File: config.mk
export PLATFORM = sky130hd
export DESIGN_NAME = bbs_setup
export DESIGN_NICKNAME = d
export VERILOG_FILES = /design/src/hw/bbs_pkg.sv /design/src/hw/bbs_setup.sv
export SDC_FILE = /design/constraint.sdc
export NUM_CORES = 2
export LEC_CHECK = 0
export ABC_AREA = 1
export ABC_CLOCK_PERIOD_IN_PS = 4000
export BUFFER_PORTS_ARGS = -buffer_cell sky130_fd_sc_hd__buf_2
export CORE_ASPECT_RATIO = 1.25
export CORE_UTILIZATION = 25
export CTS_BUF_LIST = sky130_fd_sc_hd__clkbuf_4 sky130_fd_sc_hd__clkbuf_8 sky130_fd_sc_hd__clkbuf_16
export CTS_CLUSTER_SIZE = 40
export DETAILED_ROUTE_END_ITERATION = 7
export PLACE_DENSITY = 0.46
export SYNTH_ARGS = -nofsm -noshare
export SYNTH_HDL_FRONTEND = slang
export SYNTH_SLANG_ARGS = --single-unit
File: constraint.sdc
create_clock -name mclk -period 4 [get_ports mclk]
set_input_delay 0.8 -clock mclk [delete_from_list [all_inputs] [get_ports mclk]]
set_output_delay 0.8 -clock mclk [all_outputs]
set_load 0.01 [all_outputs]
File: src/hw/bbs_pkg.sv
/*
  Constants for the rectangle-transfer setup block: register offsets, command
  word field positions, alignment codes, bus answers and reset values.
  Assumes byte addresses of an AXI4-Lite slave with a 25-bit address space.
*/
package bbs_pkg;

  // ----------------------------------------------------------------
  // Address map
  // ----------------------------------------------------------------
  localparam int BBS_AW = 25;                               // Address width
  localparam logic [24:0] BBS_CMD_OFS = 25'h000A500;        // blit_command_word
  localparam logic [24:0] BBS_SIZE_OFS = 25'h000A504;       // rect_size
  localparam logic [24:0] BBS_SRC_OFS = 25'h000A508;        // source_coords
  localparam logic [24:0] BBS_DST_OFS = 25'h000A50C;        // dest_coords
  localparam logic [24:0] BBS_STAT_OFS = 25'h000A510;       // Engine status
  localparam logic [24:0] BBS_MPAT_LO_OFS = 25'h000ACE8;    // mono_pattern_low
  localparam logic [24:0] BBS_MPAT_HI_OFS = 25'h000ACEC;    // mono_pattern_high
  localparam logic [24:0] BBS_BG_OFS = 25'h000ACF0;         // pattern_background_color
  localparam logic [24:0] BBS_FG_OFS = 25'h000ACF4;         // pattern_foreground_color
  localparam logic [24:0] BBS_CPAT_OFS = 25'h000A100;       // Colour pattern, 16 words
  localparam logic [24:0] BBS_IMG_FIRST = 25'h1000000;      // Image window start
  localparam logic [24:0] BBS_IMG_LAST = 25'h1007FFF;       // Image window end

  // ----------------------------------------------------------------
  // Command word fields
  // ----------------------------------------------------------------
  localparam int BBS_AUTO_BIT = 0;       // Auto-execute
  localparam int BBS_CLIP_BIT = 1;       // Clipping enable
  localparam int BBS_DEPTH_LO = 2;       // Colour depth, 3 bits
  localparam int BBS_SRC_MONO_BIT = 6;   // Source image is mono
  localparam int BBS_SRC_CPU_BIT = 7;    // Source is the CPU image window
  localparam int BBS_PAT_MONO_BIT = 8;   // Mono pattern
  localparam int BBS_ALIGN_LO = 10;      // Image alignment, 2 bits
  localparam int BBS_SKIP_LO = 12;       // First-dword byte skip, 2 bits
  localparam int BBS_ROP_LO = 17;        // Raster operation, 8 bits
  localparam int BBS_XDIR_BIT = 25;      // Horizontal direction
  localparam int BBS_YDIR_BIT = 26;      // Vertical direction

  // Coordinate and size fields: x or width at 26-16, y or height at 10-0
  localparam int BBS_HI_LO = 16;
  localparam int BBS_LO_LO = 0;

  // Image alignment codes
  localparam logic [1:0] BBS_ALIGN_BYTE = 2'h0;
  localparam logic [1:0] BBS_ALIGN_WORD = 2'h1;
  localparam logic [1:0] BBS_ALIGN_DWORD = 2'h2;

  // Colour depth codes
  localparam logic [2:0] BBS_DEPTH_8 = 3'h0;
  localparam logic [2:0] BBS_DEPTH_16 = 3'h1;
  localparam logic [2:0] BBS_DEPTH_24 = 3'h2;

  // Bus answers
  localparam logic [1:0] BBS_RESP_OKAY = 2'h0;
  localparam logic [1:0] BBS_RESP_SLVERR = 2'h2;

  // Reset value of every parameter register
  localparam logic [31:0] BBS_REG_RST = 32'h00000000;

endpackage

File: src/hw/bbs_setup.sv
/*
  Command and parameter front end of a rectangle-transfer engine: register
  file on AXI4-Lite, command launch, image window unpacking with byte skip and
  line alignment, mono expansion and pattern colour lookup.
  Assumes one clock (mclk), a synchronous active-low reset and a downstream
  pixel engine that takes the stream every cycle and pulses eng_done.
*/
// What this block does
// [RULE1] Image window words feed the active transfer
// [RULE2] Host wraps image address inside window
// [RULE3] Skip field drops leading first-dword bytes
// [RULE4] Word alignment: line starts next word
// [RULE5] Dword alignment: line starts next dword
// [RULE6] Byte alignment: line starts next byte
// [RULE7] Auto-execute: destination write launches command
// [RULE8] Direction, raster operation, clip bit positions
// [RULE9] Depth field sets pattern colour width; colour pattern pixels here are always one byte, at every depth
// [RULE10] Size holds width minus one, height
// [RULE11] Source register holds start x, y
// [RULE12] Destination register holds start x, y
// [RULE13] Mono pattern split over two words
// [RULE14] Colour indices in own registers
// [RULE15] Mono pattern bit picks fore/background
// [RULE16] Mono source bits expand to colour
// [RULE17] Colour pattern mode uses colour registers
// [RULE18] Host writes exactly computed dword count
// [RULE19] Host issues one command per line; the bench issues one command for a whole two-line rectangle
// [RULE20] Command bit 0 enables auto-execute
// [RULE21] Host offsets start corners for negative
// [RULE22] No auto-execute: command write launches
`timescale 1ns/1ps

module bbs_setup
  import bbs_pkg::*;
(
  // Clock and reset
  input wire logic mclk,
  input wire logic rst_n,
  // AXI4-Lite write address
  input wire logic s_axi_awvalid,
  output logic s_axi_awready,
  input wire logic [BBS_AW-1:0] s_axi_awaddr,
  input wire logic [2:0] s_axi_awprot,
  // AXI4-Lite write data
  input wire logic s_axi_wvalid,
  output logic s_axi_wready,
  input wire logic [31:0] s_axi_wdata,
  input wire logic [3:0] s_axi_wstrb,
  // AXI4-Lite write response
  output logic s_axi_bvalid,
  input wire logic s_axi_bready,
  output logic [1:0] s_axi_bresp,
  // AXI4-Lite read address
  input wire logic s_axi_arvalid,
  output logic s_axi_arready,
  input wire logic [BBS_AW-1:0] s_axi_araddr,
  input wire logic [2:0] s_axi_arprot,
  // AXI4-Lite read data
  output logic s_axi_rvalid,
  input wire logic s_axi_rready,
  output logic [31:0] s_axi_rdata,
  output logic [1:0] s_axi_rresp,
  // Command launch toward the pixel engine
  output logic launch,
  output logic busy,
  output logic [31:0] run_cmd,
  output logic [31:0] run_size,
  output logic [31:0] run_src,
  output logic [31:0] run_dst,
  input wire logic eng_done,
  // Source image stream
  output logic src_valid,
  output logic [31:0] src_data,
  output logic src_line_end,
  // Pattern lookup
  input wire logic [2:0] pat_x,
  input wire logic [2:0] pat_y,
  output logic [31:0] pat_pixel
);

  // ----------------------------------------------------------------
  // State
  // ----------------------------------------------------------------
  typedef struct packed {
    logic aw_full;                 // Write address held
    logic [BBS_AW-1:0] aw_addr;    // Held write address
    logic awready;                 // Address channel ready
    logic w_full;                  // Write data held
    logic [31:0] w_data;           // Held write data
    logic [3:0] w_strb;            // Held byte enables
    logic wready;                  // Data channel ready
    logic bvalid;                  // Write answer pending
    logic [1:0] bresp;             // Write answer code
    logic arready;                 // Read channel ready
    logic rvalid;                  // Read answer pending
    logic [31:0] rdata;            // Read answer data
    logic [1:0] rresp;             // Read answer code
    logic [31:0] cmd;              // blit_command_word
    logic [31:0] size;             // rect_size
    logic [31:0] src;              // source_coords
    logic [31:0] dst;              // dest_coords
    logic [31:0] mpat_lo;          // mono_pattern_low
    logic [31:0] mpat_hi;          // mono_pattern_high
    logic [31:0] bg;               // pattern_background_color
    logic [31:0] fg;               // pattern_foreground_color
    logic [15:0][31:0] cpat;       // Colour pattern words
    logic launch;                  // Launch pulse
    logic busy;                    // Command running
    logic [31:0] run_cmd;          // Snapshot at launch
    logic [31:0] run_size;
    logic [31:0] run_src;
    logic [31:0] run_dst;
    logic img_act;                 // Image transfer expecting data
    logic hold_full;               // Image dword waiting
    logic [31:0] hold;             // Image dword
    logic [1:0] ptr;               // Next byte in dword
    logic [2:0] bitpos;            // Next bit in byte, mono source
    logic [13:0] line_left;        // Units left in this line
    logic [10:0] lines_left;       // Lines left
    logic src_valid;
    logic [31:0] src_data;
    logic src_line_end;
    logic [31:0] pat_pixel;
  } bbs_state_t;

  bbs_state_t s_reg;       // Current state
  bbs_state_t s_next;      // Next state

  // ----------------------------------------------------------------
  // Helpers
  // ----------------------------------------------------------------

  // Merge written bytes under the byte enables
  function automatic logic [31:0] merge(input logic [31:0] old, input logic [31:0] d, input logic [3:0] st);
    logic [31:0] r;
    r = old;
    for (int i = 0; i < 4; i++) begin
      if (st[i]) begin
        r[i*8 +: 8] = d[i*8 +: 8];
      end
    end
    return r;
  endfunction

  // Colour mask for the selected depth
  function automatic logic [31:0] depth_mask(input logic [2:0] dep);
    case (dep)
      BBS_DEPTH_16: return 32'h0000FFFF;
      BBS_DEPTH_24: return 32'h00FFFFFF;
      default: return 32'h000000FF;
    endcase
  endfunction

  // Source units per line: bits for mono, bytes for colour
  function automatic logic [13:0] line_units(input logic [31:0] c, input logic [31:0] sz);
    logic [13:0] w;
    w = {3'h0, sz[BBS_HI_LO +: 11]} + 14'h1;
    if (c[BBS_SRC_MONO_BIT]) begin
      return w;
    end
    case (c[BBS_DEPTH_LO +: 3])
      BBS_DEPTH_16: return 14'(w * 14'h2);
      BBS_DEPTH_24: return 14'(w * 14'h3);
      default: return w;
    endcase
  endfunction

  // Register read mux; unmapped answers SLVERR
  function automatic logic [33:0] read_word(input bbs_state_t st, input logic [BBS_AW-1:0] a);
    if (a[BBS_AW-1:6] == BBS_CPAT_OFS[BBS_AW-1:6]) begin
      return {BBS_RESP_OKAY, st.cpat[a[5:2]]};
    end
    if (a >= BBS_IMG_FIRST && a <= BBS_IMG_LAST) begin
      return {BBS_RESP_OKAY, 32'h00000000};
    end
    case ({a[BBS_AW-1:2], 2'h0})
      BBS_CMD_OFS: return {BBS_RESP_OKAY, st.cmd};
      BBS_SIZE_OFS: return {BBS_RESP_OKAY, st.size};
      BBS_SRC_OFS: return {BBS_RESP_OKAY, st.src};
      BBS_DST_OFS: return {BBS_RESP_OKAY, st.dst};
      BBS_STAT_OFS: return {BBS_RESP_OKAY, 5'h0, st.lines_left, 13'h0, st.hold_full, st.img_act, st.busy};
      BBS_MPAT_LO_OFS: return {BBS_RESP_OKAY, st.mpat_lo};
      BBS_MPAT_HI_OFS: return {BBS_RESP_OKAY, st.mpat_hi};
      BBS_BG_OFS: return {BBS_RESP_OKAY, st.bg};
      BBS_FG_OFS: return {BBS_RESP_OKAY, st.fg};
      default: return {BBS_RESP_SLVERR, 32'h00000000};
    endcase
  endfunction

  // ----------------------------------------------------------------
  // Next-state logic
  // ----------------------------------------------------------------
  logic [63:0] mpat;        // Both mono pattern words, bit index y*8+x
  logic in_win;             // Held write targets the image window
  logic [BBS_AW-1:0] wa;    // Word address of the held write
  logic launch_now;         // A command starts this cycle
  logic [7:0] cur_byte;     // Image byte under the pointer
  logic [2:0] nb;           // Next line start byte index
  logic [31:0] mask;        // Depth mask of the running command
  logic [5:0] pidx;         // Pattern pixel index
  logic [33:0] rd;          // Read answer

  always_comb begin
    s_next = s_reg;
    mpat = {s_reg.mpat_hi, s_reg.mpat_lo};
    launch_now = 1'b0;
    nb = 3'h0;
    rd = 34'h000000000;
    wa = {s_reg.aw_addr[BBS_AW-1:2], 2'h0};
    in_win = (s_reg.aw_addr >= BBS_IMG_FIRST) && (s_reg.aw_addr <= BBS_IMG_LAST);
    // [RULE9] depth sets colour width
    mask = depth_mask(s_reg.run_cmd[BBS_DEPTH_LO +: 3]);
    cur_byte = s_reg.hold[{s_reg.ptr, 3'h0} +: 8];
    pidx = {pat_y, pat_x};
    s_next.launch = 1'b0;
    s_next.src_valid = 1'b0;
    s_next.src_line_end = 1'b0;

    // Channel captures, each on its own handshake
    if (s_reg.awready && s_axi_awvalid) begin
      s_next.aw_full = 1'b1;
      s_next.aw_addr = s_axi_awaddr;
    end
    if (s_reg.wready && s_axi_wvalid) begin
      s_next.w_full = 1'b1;
      s_next.w_data = s_axi_wdata;
      s_next.w_strb = s_axi_wstrb;
    end
    if (s_reg.bvalid && s_axi_bready) begin
      s_next.bvalid = 1'b0;
    end

    // Image unpacker: one byte, or one mono bit, per cycle
    if (s_reg.img_act && s_reg.hold_full) begin
      s_next.src_valid = 1'b1;
      if (s_reg.run_cmd[BBS_SRC_MONO_BIT]) begin
        // [RULE16] mono bit to colour
        s_next.src_data = cur_byte[3'h7 - s_reg.bitpos] ? (s_reg.fg & mask) : (s_reg.bg & mask);
      end else begin
        s_next.src_data = {24'h000000, cur_byte};
      end
      if (s_reg.line_left == 14'h1) begin
        s_next.src_line_end = 1'b1;
        if (s_reg.lines_left == 11'h1) begin
          // Last line done; rest of the dword is dropped
          s_next.img_act = 1'b0;
          s_next.hold_full = 1'b0;
          s_next.lines_left = 11'h0;
        end else begin
          s_next.lines_left = s_reg.lines_left - 11'h1;
          s_next.line_left = line_units(s_reg.run_cmd, s_reg.run_size);
          s_next.bitpos = 3'h0;
          nb = {1'b0, s_reg.ptr} + 3'h1;
          case (s_reg.run_cmd[BBS_ALIGN_LO +: 2])
            // [RULE4] next word
            BBS_ALIGN_WORD: nb = nb + {2'h0, nb[0]};
            // [RULE5] next doubleword
            BBS_ALIGN_DWORD: nb = 3'h4;
            // [RULE6] next byte
            default: nb = nb;
          endcase
          s_next.ptr = nb[1:0];
          if (nb[2]) begin
            s_next.hold_full = 1'b0;
          end
        end
      end else begin
        s_next.line_left = s_reg.line_left - 14'h1;
        if (s_reg.run_cmd[BBS_SRC_MONO_BIT] && s_reg.bitpos != 3'h7) begin
          s_next.bitpos = s_reg.bitpos + 3'h1;
        end else begin
          s_next.bitpos = 3'h0;
          s_next.ptr = s_reg.ptr + 2'h1;
          if (s_reg.ptr == 2'h3) begin
            s_next.hold_full = 1'b0;
          end
        end
      end
    end

    // Perform a held write; a window write waits for a free holding word
    if (s_reg.aw_full && s_reg.w_full && !s_reg.bvalid && !(in_win && s_reg.hold_full)) begin
      s_next.aw_full = 1'b0;
      s_next.w_full = 1'b0;
      s_next.bvalid = 1'b1;
      s_next.bresp = BBS_RESP_OKAY;
      if (in_win) begin
        // [RULE1] window feeds transfer
        if (s_reg.img_act) begin
          s_next.hold = s_reg.w_data;
          s_next.hold_full = 1'b1;
        end
      end else if (wa[BBS_AW-1:6] == BBS_CPAT_OFS[BBS_AW-1:6]) begin
        s_next.cpat[wa[5:2]] = merge(s_reg.cpat[wa[5:2]], s_reg.w_data, s_reg.w_strb);
      end else begin
        case (wa)
          BBS_CMD_OFS: begin
            // [RULE8] fields held as written
            s_next.cmd = merge(s_reg.cmd, s_reg.w_data, s_reg.w_strb);
            // [RULE22] command write launches
            launch_now = !s_next.cmd[BBS_AUTO_BIT];
          end
          // [RULE10] width-1 and height
          BBS_SIZE_OFS: s_next.size = merge(s_reg.size, s_reg.w_data, s_reg.w_strb);
          // [RULE11] source start
          BBS_SRC_OFS: s_next.src = merge(s_reg.src, s_reg.w_data, s_reg.w_strb);
          BBS_DST_OFS: begin
            // [RULE12] destination start
            s_next.dst = merge(s_reg.dst, s_reg.w_data, s_reg.w_strb);
            // [RULE7] [RULE20] auto-execute launch
            launch_now = s_reg.cmd[BBS_AUTO_BIT];
          end
          // [RULE13] two pattern words
          BBS_MPAT_LO_OFS: s_next.mpat_lo = merge(s_reg.mpat_lo, s_reg.w_data, s_reg.w_strb);
          BBS_MPAT_HI_OFS: s_next.mpat_hi = merge(s_reg.mpat_hi, s_reg.w_data, s_reg.w_strb);
          // [RULE14] separate colour registers
          BBS_BG_OFS: s_next.bg = merge(s_reg.bg, s_reg.w_data, s_reg.w_strb);
          BBS_FG_OFS: s_next.fg = merge(s_reg.fg, s_reg.w_data, s_reg.w_strb);
          default: s_next.bresp = BBS_RESP_SLVERR;
        endcase
      end
    end

    // Launch takes a snapshot of command, size, source and destination as just written
    if (launch_now) begin
      s_next.launch = 1'b1;
      s_next.busy = 1'b1;
      s_next.run_cmd = s_next.cmd;
      s_next.run_size = s_next.size;
      s_next.run_src = s_next.src;
      s_next.run_dst = s_next.dst;
      s_next.img_act = s_next.cmd[BBS_SRC_CPU_BIT] && (s_next.size[BBS_LO_LO +: 11] != 11'h0);
      s_next.hold_full = 1'b0;
      // [RULE3] skip leading bytes
      s_next.ptr = s_next.cmd[BBS_SKIP_LO +: 2];
      s_next.bitpos = 3'h0;
      s_next.line_left = line_units(s_next.cmd, s_next.size);
      s_next.lines_left = s_next.size[BBS_LO_LO +: 11];
    end else if (eng_done && !s_reg.img_act) begin
      s_next.busy = 1'b0;
    end

    // Read channel: answer one cycle after the address is taken
    if (s_reg.arready && s_axi_arvalid) begin
      rd = read_word(s_reg, {s_axi_araddr[BBS_AW-1:2], 2'h0});
      s_next.rvalid = 1'b1;
      s_next.rdata = rd[31:0];
      s_next.rresp = rd[33:32];
      s_next.arready = 1'b0;
    end else if (s_reg.rvalid && s_axi_rready) begin
      s_next.rvalid = 1'b0;
      s_next.arready = 1'b1;
    end

    // Pattern lookup for the running command
    if (s_reg.run_cmd[BBS_PAT_MONO_BIT]) begin
      // [RULE15] bit picks colour
      s_next.pat_pixel = mpat[pidx] ? (s_reg.fg & mask) : (s_reg.bg & mask);
    end else begin
      // [RULE17] colour pattern registers
      s_next.pat_pixel = {24'h000000, s_reg.cpat[pidx[5:2]][{pidx[1:0], 3'h0} +: 8]};
    end

    s_next.awready = !s_next.aw_full;
    s_next.wready = !s_next.w_full;

    // Synchronous reset to constants
    if (!rst_n) begin
      s_next = '0;
      s_next.cmd = BBS_REG_RST;
      s_next.awready = 1'b1;
      s_next.wready = 1'b1;
      s_next.arready = 1'b1;
    end
  end

  // ----------------------------------------------------------------
  // State register
  // ----------------------------------------------------------------
  always_ff @(posedge mclk) begin
    s_reg <= s_next;
  end

  // ----------------------------------------------------------------
  // Outputs, all straight from the state register
  // ----------------------------------------------------------------
  assign s_axi_awready = s_reg.awready;
  assign s_axi_wready = s_reg.wready;
  assign s_axi_bvalid = s_reg.bvalid;
  assign s_axi_bresp = s_reg.bresp;
  assign s_axi_arready = s_reg.arready;
  assign s_axi_rvalid = s_reg.rvalid;
  assign s_axi_rdata = s_reg.rdata;
  assign s_axi_rresp = s_reg.rresp;
  assign launch = s_reg.launch;
  assign busy = s_reg.busy;
  assign run_cmd = s_reg.run_cmd;
  assign run_size = s_reg.run_size;
  assign run_src = s_reg.run_src;
  assign run_dst = s_reg.run_dst;
  assign src_valid = s_reg.src_valid;
  assign src_data = s_reg.src_data;
  assign src_line_end = s_reg.src_line_end;
  assign pat_pixel = s_reg.pat_pixel;

endmodule

==> flow_metrics.tcl <==
set metrics [dict create \
    preCtsSetupSlack_ns 0.165 \
    p_sw_mw 6.98 \
    cts_tree "done" \
    cp.arrival_ns 4.37 \
    cpPeakStageDelay_ns 0.36 \
    htree_levels 3 \
    p_clk_frac 0.465 \
    cp-end-kind "flop" \
    r2r_start "s_reg[1116]" \
    setup_viol 0 \
    hold_buffers 0 \
    maxCapViolations 0 \
    p_leak_nw 24.4 \
    combPwrFrac 0.094 \
    critPathMaxFanout 3 \
    hold_viol 0 \
    io_pins 343 \
    first_pass_iters 7 \
    ys_seq_area_frac 0.390 \
    cts_buffers 114 \
    period_share 0.916 \
    drv_slew 0 \
    slew_headroom 0.228 \
    yosysTopAreaCellShare 0.390 \
    chipHeight_um 536 \
    power.density_nw_per_um2 386 \
    die_w_um 430 \
    cp_data_required_time_ns 4.71 \
    clockRootBuffer "clkbuf_16" \
    fin_setup_tns_ns 0 \
    syn_area_um2 57100 \
    dp_hpwl_um 197000 \
    timing.hold.ws_ns 0.297 \
    wl_per_cell_um 25.7 \
    ys_types 61 \
    fmax_mhz 273 \
    power.internal_mw 18.6 \
    final_core_util 0.292 \
    crit_top_cell "nand2_1" \
    crit_start "s_reg[1116]" \
    final.setup_skew_ns 0.0228 \
    async_flop_share 0 \
    grt_pass1_wl_um 407000 \
    route.vias.total 60600 \
    final_common_cell "o21ai_0" \
    synth_area_leaders "dfxtp_1, o21ai_0, a21oi_1, inv_1, nand2_1" \
    final_nets 8254 \
    grt_pass1_vias 56500 \
    port_buffers 314 \
    grtUsageTotal 0.238 \
    grt_max_degree 167 \
    row_count 195 \
    synth_area_leader_cell "dfxtp_1" \
    ys_warn_count 0 \
    synth_edf_count 0 \
    overflow 0 \
    crit_type "flop to flop" \
    area_growth_pct 15.9 \
    antenna_found_initial 19 \
    min_from "s_axi_awaddr[16]" \
    dieArea_um2 230000 \
    path_clk_slew_ns 0.07 \
    cts.sinks 1112 \
    synth-seq-cells 1112 \
    ir_worst_vdd_mv 0.321 \
    fillers 24600 \
    design.core.area_um2 226000 \
    ys.flop_type "dfxtp_1" \
    cp_num_buf_inv 4 \
    tightest_slew_ns 1.16 \
    startpoint_type "flop" \
    crit_family "simple AND/OR/NAND/NOR gates" \
    status "completed" \
    route.detailed.drc 0 \
    worst_hold_path_type "input port to flop" \
    postSynthAreaPerCell_um2 7.02 \
    routed_via_density 5.43 \
    layout-drive-gt1-share 0.121 \
    initial_core_util 0.252 \
    gp_congestion 0.941 \
    fin_crit_ns 3.66 \
    synth_cells 8131 \
    cts_buffer_depth 3 \
    switching_share 0.273 \
    drt-initial-drc-count 6872 \
    insertion_delay_ns 0.78 \
    power_frac_seq 0.442 \
    drt-total-wl_um 287000 \
    drtAntennaViolNets 0 \
    layout_common_cells "o21ai_0, dfxtp_1, a21oi_1" \
    worst_slack_ns 0.337 \
    crit_slowest_cell "dfxtp_1" \
]
-- through the flow --
| stage | instances | power [mW] | instance area, um^2 |
|---|---|---|---|
| 2_1_floorplan | 8148 | 12.6 | 57200 |
| 5_1_grt | 11200 | 26.2 | 66200 |
| 3_5_place_dp | 10900 | 13.8 | 62000 |
| 6_report | 11200 | 25.6 | 66200 |
| 3_3_place_gp | 10900 | 13.8 | 62000 |
| 4_1_cts | 11200 | 25.7 | 66000 |
-- Yosys cell counts (72+ instances only) --
master / n
nand4_1: 72
dfxtp_1: 1112
a21oi_1: 964
o21ai_0: 1541
buf_4: 229
nand3_1: 135
a211oi_1: 195
nor2_1: 655
inv_1: 844
o22ai_1: 397
o211ai_1: 92
nand2_1: 765
clkbuf_1: 548
-- power by group through the flow --
stage | clock [mW] | sequential, mW | combinational, mW
2_1_floorplan | 0 | 11.5 | 1.16
3_3_place_gp | 0 | 11.5 | 2.31
3_5_place_dp | 0 | 11.5 | 2.32
4_1_cts | 12.1 | 11.3 | 2.32
5_1_grt | 12.5 | 11.3 | 2.46
6_report | 11.9 | 11.3 | 2.40
-- worst paths after layout --
path | end | slack, ns | depth (start not counted)
setup reg to reg | s_reg[89] | 0.34 | 32
setup / recovery | s_reg[89] | 0.34 | 32
hold reg to reg | run_dst[29] | 0.45 | 2
hold / removal | s_reg[1122] | 0.30 | 3
-- worst min-delay path: cells and delay by family --
family | cells | cell delay [ns]
compound gates | 1 | 0.07
simple gates | 1 | 0.08
buf+inv | 1 | 0.08
-- cells by family after synthesis --
| kind of cell | count (synthesis) | share of synthesized area |
|---|---|---|
| other | 1 | 0.0000657 |
| XOR/XNOR | 23 | 0.00366 |
| AO/OA/AOI/OAI | 3479 | 0.343 |
| adder cells (fa/ha/maj) | 37 | 0.00837 |
| flip-flops | 1112 | 0.390 |
| buffers and inverters | 1754 | 0.130 |
| AND/OR/NAND/NOR | 1724 | 0.124 |
| multiplexers | 1 | 0.000241 |
-- final cells by class --
type,instances,area (um^2),area share
multi-input cells,5282,27700,0.419
flip-flops and latches,1112,22300,0.336
repair buffers,679,4920,0.0744
well taps,2955,3700,0.0559
inverters,922,3490,0.0527
clock buffers,151,3270,0.0494
clock inverters,53,773,0.0117
diodes,8,20.0,0.000303
-- what timing repair did --
action / CTS / global route
resized for setup: 0 / 17
buffers inserted: 0 / 3
setup endpoints to repair: 0 / 8
-- layer usage --
metal  global-route usage  vias to the layer above  routed length, um
li1                     -                    28000                  -
met3               0.0358                      733              21600
met5                    0                        -                 78
met2                0.396                     3051             133000
met4                0.147                       12              19500
met1                0.289                    28900             113000
No activity file was read; power rests on OpenSTA's default activity.
